## src/logic/adsf_defs.svh

```systemverilog
// Constants for the actuator driver serial frame control block.
`ifndef ADSF_DEFS_SVH
`define ADSF_DEFS_SVH
`define ADSF_CLK_MHZ          100
`define ADSF_STARTUP_TYP_US   80
`define ADSF_STARTUP_MAX_US   300
`define ADSF_STARTUP_CYC      (`ADSF_STARTUP_TYP_US * `ADSF_CLK_MHZ)
`define ADSF_STARTUP_MAX_CYC  (`ADSF_STARTUP_MAX_US * `ADSF_CLK_MHZ)
`define ADSF_EN_GAP_US        50
`define ADSF_EN_GAP_CYC       (`ADSF_EN_GAP_US * `ADSF_CLK_MHZ)
`define ADSF_IFG_US           4
`define ADSF_IFG_CYC          (`ADSF_IFG_US * `ADSF_CLK_MHZ)
`define ADSF_FRAME_BITS       16
`define ADSF_FAULT_BIT        0
// Synchroniser reset in the order enable, select, clock, data: the pin idle levels.
`define ADSF_SYNC_RST         4'h4
`endif

```

## src/logic/adsf_pkg.sv

```systemverilog
// Types shared by the actuator driver serial frame control block.
`default_nettype none
package adsf_pkg;
   typedef struct packed {
      logic sel_n;
      logic sclk;
      logic sdi;
   } adsf_pins_s;
   typedef struct packed {
      logic dat;
      logic oe;
   } adsf_sdo_s;
endpackage : adsf_pkg
`default_nettype wire

```

## src/logic/adsf_frame_ctrl.sv

```systemverilog
// Serial frame control: startup flag, frame shifting and output transfer.
// Functional notes
// - Startup flag clears within startup time
// - Select falling enables serial output driver
// - Input sampled on rising serial clock
// - Output changes only on falling clock, apart from the fault bit at select fall and the clear while enable is low
// - Select rising copies frame to outputs
// - Fault bit driven at select fall
// - Fault bit holds while no clock edges
// - Clockless frame updates nothing
// - Enable low clears everything, outputs released
// - Output high impedance while select high
`timescale 1ns/1ns
`default_nettype none
`include "adsf_defs.svh"
module adsf_frame_ctrl
   import adsf_pkg::*;
#(
   parameter int WIDTH       = `ADSF_FRAME_BITS,
   parameter int STARTUP_CYC = `ADSF_STARTUP_CYC
) (
   input  wire logic             i_mclk,
   input  wire logic             i_rst_n,
   input  wire logic             i_ce,
   input  wire logic             i_enable,
   input  wire adsf_pins_s       i_pins,
   input  wire logic [WIDTH-1:0] i_status,
   output logic                  o_startup_pending,
   output adsf_sdo_s             o_sdo,
   output logic [WIDTH-1:0]      o_switch_ctrl,
   output logic                  o_frame_done
);
   ////////////////////////////////////////////////////////////////////////////
   // Elaboration checks. The shift engine needs at least two bits, and a startup
   // count beyond the worst case would break the startup promise.
   if (WIDTH < 2 || WIDTH > 64) begin : g_bad_width
      $error("WIDTH out of range");
   end
   if (STARTUP_CYC < 1 || STARTUP_CYC > `ADSF_STARTUP_MAX_CYC) begin : g_bad_startup
      $error("STARTUP_CYC out of range");
   end

   ////////////////////////////////////////////////////////////////////////////
   // Pin synchronisers; only the second stage is read by logic.
   // Reset loads the pin idle levels (enable low, select high), so that no false
   // enable pulse or select edge follows the release of reset.
   logic [3:0] meta_r;
   logic [3:0] sync_r;
   logic       sclk_d_r;
   logic       sel_d_r;
   always_ff @(posedge i_mclk or negedge i_rst_n) begin
      if (!i_rst_n) begin
         meta_r   <= `ADSF_SYNC_RST;
         sync_r   <= `ADSF_SYNC_RST;
         sclk_d_r <= 1'b0;
         sel_d_r  <= 1'b1;
      end else if (i_ce) begin
         meta_r   <= {i_enable, i_pins.sel_n, i_pins.sclk, i_pins.sdi};
         sync_r   <= meta_r;
         sclk_d_r <= sync_r[1];
         // Delay the gated select, so that standby cannot hide a select edge.
         sel_d_r  <= sync_r[2] | ~sync_r[3];
      end
   end

   // Every pin event is seen three clocks after the pin moves, so each phase of
   // the link clock must last at least three system clocks. Select counts as
   // released while in standby, which keeps the link idle there.
   wire en_s    = sync_r[3];
   wire sel_n_s = sync_r[2] | ~en_s;
   wire sclk_s  = sync_r[1];
   wire sdi_s   = sync_r[0];
   wire rise    = sclk_s & ~sclk_d_r & ~sel_n_s;
   wire fall    = ~sclk_s & sclk_d_r & ~sel_n_s;
   wire sel_fall = ~sel_n_s & sel_d_r;
   wire sel_rise = sel_n_s & ~sel_d_r & en_s;

   ////////////////////////////////////////////////////////////////////////////
   // Startup timer after enable rises.
   localparam int CW = $clog2(STARTUP_CYC + 1);
   logic [CW-1:0] start_cnt_r;
   logic          en_d_r;
   always_ff @(posedge i_mclk or negedge i_rst_n) begin
      if (!i_rst_n) begin
         start_cnt_r       <= '0;
         en_d_r            <= 1'b0;
         o_startup_pending <= 1'b1;
      end else if (i_ce) begin
         en_d_r <= en_s;
         if (!en_s) begin
            start_cnt_r       <= '0;
            o_startup_pending <= 1'b1;
         end else if (o_startup_pending) begin
            start_cnt_r <= start_cnt_r + 1'b1;
            if (start_cnt_r == CW'(STARTUP_CYC - 1)) o_startup_pending <= 1'b0;
         end
      end
   end

   // The count stops at the typical startup time; the elaboration check keeps it
   // at or below the worst case as well.
   a_pend_at_enable: assert property (@(posedge i_mclk) disable iff (!i_rst_n)
      i_ce && en_s && !en_d_r |-> o_startup_pending)
      else $error("startup flag low as enable rises");
   a_startup_bound: assert property (@(posedge i_mclk) disable iff (!i_rst_n)
      i_ce && o_startup_pending |-> start_cnt_r <= CW'(STARTUP_CYC - 1))
      else $error("startup count ran past its end");
   a_startup_end: assert property (@(posedge i_mclk) disable iff (!i_rst_n)
      i_ce && $fell(o_startup_pending) |-> $past(start_cnt_r) == CW'(STARTUP_CYC - 1))
      else $error("startup flag cleared at wrong count");

   ////////////////////////////////////////////////////////////////////////////
   // Shift engine. Status is loaded at select fall so bit 0 appears first.
   logic [WIDTH-1:0] rx_r;
   logic [WIDTH-1:0] tx_r;
   logic             got_rise_r;
   always_ff @(posedge i_mclk or negedge i_rst_n) begin
      if (!i_rst_n) begin
         rx_r          <= '0;
         tx_r          <= '0;
         got_rise_r    <= 1'b0;
         o_sdo         <= '0;
         o_switch_ctrl <= '0;
         o_frame_done  <= 1'b0;
      end else if (i_ce) begin
         o_frame_done <= 1'b0;
         if (!en_s) begin
            rx_r          <= '0;
            tx_r          <= '0;
            got_rise_r    <= 1'b0;
            o_sdo         <= '0;
            o_switch_ctrl <= '0;
         end else begin
            if (sel_fall) begin
               tx_r       <= i_status >> 1;
               got_rise_r <= 1'b0;
               o_sdo.oe   <= 1'b1;
               o_sdo.dat  <= i_status[`ADSF_FAULT_BIT];
            end else if (sel_n_s) begin
               o_sdo.oe <= 1'b0;
            end
            if (rise) begin
               rx_r       <= {rx_r[WIDTH-2:0], sdi_s};
               got_rise_r <= 1'b1;
            end
            // Between falling edges the output bit is left alone, so the fault bit
            // stands for as long as the master keeps the clock still.
            if (fall) begin
               o_sdo.dat <= tx_r[0];
               tx_r      <= tx_r >> 1;
            end
            // A frame without a single rising edge transfers nothing, so a bare
            // select pulse may be used to poll the fault bit.
            if (sel_rise && got_rise_r) begin
               o_switch_ctrl <= rx_r;
               o_frame_done  <= 1'b1;
            end
         end
      end
   end

   ////////////////////////////////////////////////////////////////////////////
   a_oe_off_idle: assert property (@(posedge i_mclk) disable iff (!i_rst_n)
      i_ce && $past(i_ce) && $past(sel_n_s) && !sel_fall |-> !o_sdo.oe)
      else $error("serial output driven while deselected");
   a_oe_on_select: assert property (@(posedge i_mclk) disable iff (!i_rst_n)
      i_ce && sel_fall |=> o_sdo.oe)
      else $error("serial output not enabled at select fall");
   a_fault_first: assert property (@(posedge i_mclk) disable iff (!i_rst_n)
      i_ce && sel_fall |=> o_sdo.dat == $past(i_status[0]))
      else $error("fault bit not presented at select fall");
   a_dat_on_fall: assert property (@(posedge i_mclk) disable iff (!i_rst_n)
      i_ce && $past(i_ce) && $changed(o_sdo.dat) && !$past(sel_fall) && en_s && $past(en_s)
      |-> $past(fall))
      else $error("serial output changed off a falling edge");
   a_fault_holds: assert property (@(posedge i_mclk) disable iff (!i_rst_n)
      i_ce && $past(i_ce) && !sel_n_s && !$past(fall) && !$past(sel_fall) && $past(en_s)
      |-> $stable(o_sdo.dat))
      else $error("fault bit lost without clock edge");
   a_no_update: assert property (@(posedge i_mclk) disable iff (!i_rst_n)
      i_ce && sel_rise && !got_rise_r && en_s |=> $stable(o_switch_ctrl))
      else $error("clockless frame updated outputs");
   a_transfer: assert property (@(posedge i_mclk) disable iff (!i_rst_n)
      i_ce && sel_rise && got_rise_r |=> o_switch_ctrl == $past(rx_r) && o_frame_done)
      else $error("frame not transferred at select rise");
   a_rx_sample: assert property (@(posedge i_mclk) disable iff (!i_rst_n)
      i_ce && rise && en_s |=> rx_r[0] == $past(sdi_s))
      else $error("input not sampled on rising edge");
   a_standby_clr: assert property (@(posedge i_mclk) disable iff (!i_rst_n)
      i_ce && !en_s |=> o_switch_ctrl == '0 && !o_sdo.oe && o_startup_pending)
      else $error("standby did not clear state");
   ////////////////////////////////////////////////////////////////////////////
   // Shifting, output enable, transfer and standby clearing.
   a_got_rise_clr: assert property (@(posedge i_mclk) disable iff (!i_rst_n)
      i_ce && sel_fall && !rise |=> !got_rise_r)
      else $error("rising edge mark kept across select fall");
   a_oe_while_sel: assert property (@(posedge i_mclk) disable iff (!i_rst_n)
      i_ce && o_sdo.oe && !sel_n_s |=> o_sdo.oe)
      else $error("serial output released while selected");
   a_done_pulse: assert property (@(posedge i_mclk) disable iff (!i_rst_n)
      i_ce && o_frame_done |=> !o_frame_done)
      else $error("frame done longer than one cycle");
   a_done_gated: assert property (@(posedge i_mclk) disable iff (!i_rst_n)
      i_ce && o_frame_done |-> $past(got_rise_r))
      else $error("frame done without a rising edge");
   a_tx_shift: assert property (@(posedge i_mclk) disable iff (!i_rst_n)
      i_ce && fall && !sel_fall |=> o_sdo.dat == $past(tx_r[0]))
      else $error("wrong status bit shifted out");
   a_rx_shift: assert property (@(posedge i_mclk) disable iff (!i_rst_n)
      i_ce && rise |=> rx_r[WIDTH-1:1] == $past(rx_r[WIDTH-2:0]))
      else $error("input register did not shift");
   a_rx_idle: assert property (@(posedge i_mclk) disable iff (!i_rst_n)
      i_ce && sel_n_s && en_s |=> $stable(rx_r))
      else $error("input register moved while deselected");
   a_switch_hold: assert property (@(posedge i_mclk) disable iff (!i_rst_n)
      i_ce && en_s && !(sel_rise && got_rise_r) |=> $stable(o_switch_ctrl))
      else $error("switch controls moved without transfer");
   a_standby_rx: assert property (@(posedge i_mclk) disable iff (!i_rst_n)
      i_ce && !en_s |=> rx_r == '0 && !got_rise_r)
      else $error("standby did not clear input register");
endmodule : adsf_frame_ctrl
`default_nettype wire

```

## config.mk

```make
export PLATFORM = sky130hd
export DESIGN_NAME = adsf_frame_ctrl
export DESIGN_NICKNAME = d
export VERILOG_FILES = /design/src/logic/adsf_pkg.sv /design/src/logic/adsf_frame_ctrl.sv
export VERILOG_INCLUDE_DIRS = /design/src /design/src/logic
export SDC_FILE = /design/constraint.sdc
export NUM_CORES = 1
export LEC_CHECK = 0
export ABC_CLOCK_PERIOD_IN_PS = 3800
export BUFFER_PORTS_ARGS = -buffer_cell sky130_fd_sc_hd__buf_4
export CORE_MARGIN = 3
export CORE_UTILIZATION = 64
export CTS_BUF_LIST = sky130_fd_sc_hd__clkbuf_4 sky130_fd_sc_hd__clkbuf_8
export DETAILED_ROUTE_END_ITERATION = 8
export PLACE_DENSITY = 0.87
export SYNTH_ARGS = -nofsm -noshare
export SYNTH_HDL_FRONTEND = slang
export SYNTH_SLANG_ARGS = --single-unit
```

## constraint.sdc

```tcl
create_clock -name i_mclk -period 3.8 [get_ports i_mclk]
set_input_delay 0.19 -clock i_mclk [delete_from_list [all_inputs] [get_ports i_mclk]]
set_output_delay 0.19 -clock i_mclk [all_outputs]
set_load 0.05 [all_outputs]
```

==> results_dict.tcl <==
set metrics [dict create \
    r2r-start "sync_r[3]" \
    synthCells 306 \
    peakVddDrop_v 0.000506 \
    cts_resized 0 \
    synth_edf_count 0 \
    setup_violations 0 \
    rows 25 \
    drt_iter0_drc 146 \
    yosys.cell_types.count 40 \
    fin_crit_sh 0.557 \
    synth_top_cells_by_area "dfrtp_1, mux2i_1, nand2_1" \
    comb_power_share 0.125 \
    cp.arrival_ns 2.33 \
    final_nets 370 \
    cts_max_path_buffers 2 \
    die_x_um 78.1 \
    fillCellCount 335 \
    yosysWarnings 0 \
    layout_setup_ws_ns 1.68 \
    path_class "register to register" \
    final_cells 417 \
    antenna-diode-count 0 \
    worst-path-buf-inv 0 \
    max-cap-violations 0 \
    die_h_um 78.1 \
    numCtsBuffers 9 \
    cts_hold_buf 0 \
    pin_count 43 \
    grt_max_degree 76 \
    wl_per_cell_um 16.1 \
    area_delta_synth_final_pct 16.9 \
    synth_top_area_cell "dfrtp_1" \
    clk_pin_slew_ns 0.07 \
    p_int_mw 1.36 \
    place_inst 402 \
    synthTopCellsByCount "dfrtp_1, nand2_1, mux2i_1, o21ai_0, nor2_1" \
    first_pass_iters 5 \
    slowest_stage "nor2_2" \
    fmax_mhz 473 \
    p_clk_frac 0.366 \
    power.sequential.fraction 0.509 \
    routabilityCongestion 0.833 \
    dp_hpwl_mm 4.21 \
    min_period_ns 2.12 \
    power.total_mw 1.83 \
    critPathRequiredTime_ns 4.01 \
    place_ws_ns 1.74 \
    cts_tree "yes" \
    first_global_vias 2356 \
    final_layout_size_suffix_gt1_frac 0.229 \
    post-route-util 0.798 \
    start_kind "register" \
    synth.avg_cell_area_um2 10.9 \
    cp_top_family "simple AND/OR/NAND/NOR gates" \
    p_leak_nw 1.74 \
    grt_pass1_wl_mm 11.2 \
    cts_setup_buffers 0 \
    rsz0062_at_grt "false" \
    violations "negative hold slack" \
    tns_ns 0 \
    synth.most_common_cell "dfrtp_1" \
    synth_top_flop_cell "dfrtp_1" \
    crit_fanout 17 \
    critPathMaxStageDelay_ns 0.77 \
    cts-root-buf "clkbuf_8" \
    die-area_mm2 0.00610 \
    switching_share 0.259 \
    r2r-end "tx_r[5]" \
    core_mm2 0.00488 \
    syn_nets 330 \
    endpoint_kind "register" \
    slew_viol_final 0 \
    synth-async-reset-ratio 1.00 \
    status "finished with violations" \
    finalHoldWorstSlack_ns -0.0272 \
    power_density_mw_per_mm2 470 \
    power_switching_uw 473 \
    hold_viol 39 \
    antenna_found_initial 0 \
    stdcell_area_mm2 0.00389 \
    drc 0 \
    place_area_mm2 0.00367 \
    io_buffers 42 \
    avgViaCountPerCell 5.76 \
    tightest_slew_ns 0.979 \
    cts_sinks 75 \
    grt.overflow.total 0 \
    routed_wl_mm 6.72 \
    synth_area_mm2 0.00333 \
    min_path_type "primary input to asynchronous set/reset pin" \
    detail-route-antenna-nets 0 \
    initial_utilization 0.682 \
    htree_num_levels 3 \
    worst-r2r-cell-count 4 \
    num_vias 2402 \
    synth_top_area_frac 0.534 \
    clk_latency_ns 0.35 \
    cp_cell_sequence "nand2b_1, nor2_2, mux2i_1, o2bb2ai_1" \
    timing.reg2reg.setup_slack_ns 1.68 \
    slew_headroom 0.347 \
    yosysSeqAreaShare 0.565 \
    ys_ff_latch 75 \
    grtUsageTotal 0.236 \
    fin_skew_ns 0.00867 \
]
-- area by class of cell --
cell class,instances,area (µm²),area share
clock buffers,11,145,0.0373
clock inverters,4,75.1,0.0193
inverters,7,26.3,0.00675
multi-input cells,207,1340,0.343
flip-flops and latches,75,1880,0.483
well taps,67,83.8,0.0215
repair buffers,46,345,0.0887
-- worst max path at each step --
stage / slack [ns] / end / start / cells after the start
after floorplan: 1.81 / start_cnt_r[12] / o_startup_pending / 5
after global placement: 1.81 / o_sdo[1] / sync_r[3] / 4
after detailed placement: 1.74 / tx_r[5] / sync_r[3] / 4
after CTS: 1.71 / tx_r[1] / sync_r[3] / 4
after global routing: 1.52 / tx_r[1] / sync_r[3] / 4
final: 1.68 / tx_r[5] / sync_r[3] / 4
-- sequential cells by signal (all words and copies together), names as in the netlist, 2 cells and up --
name	count
o_sdo	2
rx_r	16
start_cnt_r	13
meta_r	4
tx_r	15
sync_r	4
o_switch_ctrl	16
-- per-layer routing --
layer  global-route usage  share of wire  routed length [µm]
met3               0.0654          0.036                 240
met2                0.390           0.50                3380
met4               0.0874          0.021                 142
met1                0.300           0.44                2960
met5                    0              0                   0
-- worst reg2reg max path, delay by kind of cell (launching register included) --
kind	cells	cell delay [ns]
AOI/OAI and AO/OA	1	0.09
DFF	1	0.67
muxes	1	0.29
and+or+nand+nor	2	0.94
-- layout by cell type (no fill, tap or decap), types with 3 or more instances in the layout --
master     instances
dfrtp_1           71
nand2_1           46
buf_4             46
mux2i_1           30
o21ai_0           24
nor2_1            23
o2bb2ai_1         15
clkbuf_8          10
mux2_2             8
inv_1              7
nand3_1            7
nand4_1            6
a21oi_1            6
xnor2_1            4
dfstp_2            4
nand2b_1           3
a21o_1             3
nor3_1             3
or3_1              3
o211ai_1           3
nor4_1             3
-- cell families (layout without fill, tap and decap cells) --
kind of cell,after synthesis,after routing,synth area share
buf+inv,24,68,0.0338
fa+ha+maj,1,1,0.00376
flops,75,75,0.565
compound gates,59,59,0.118
xor+xnor,5,5,0.0132
mux,38,38,0.117
simple gates,104,104,0.148
-- power by group through the flow --
stage	combinational, mW	clock (mW)	sequential [mW]
floorplan	0.158	0	0.933
detailed placement	0.229	0	0.941
global placement	0.219	0	0.938
global route	0.253	0.712	0.938
CTS	0.231	0.680	0.929
finish	0.229	0.671	0.931
No activity file was read; power rests on OpenSTA's default activity.
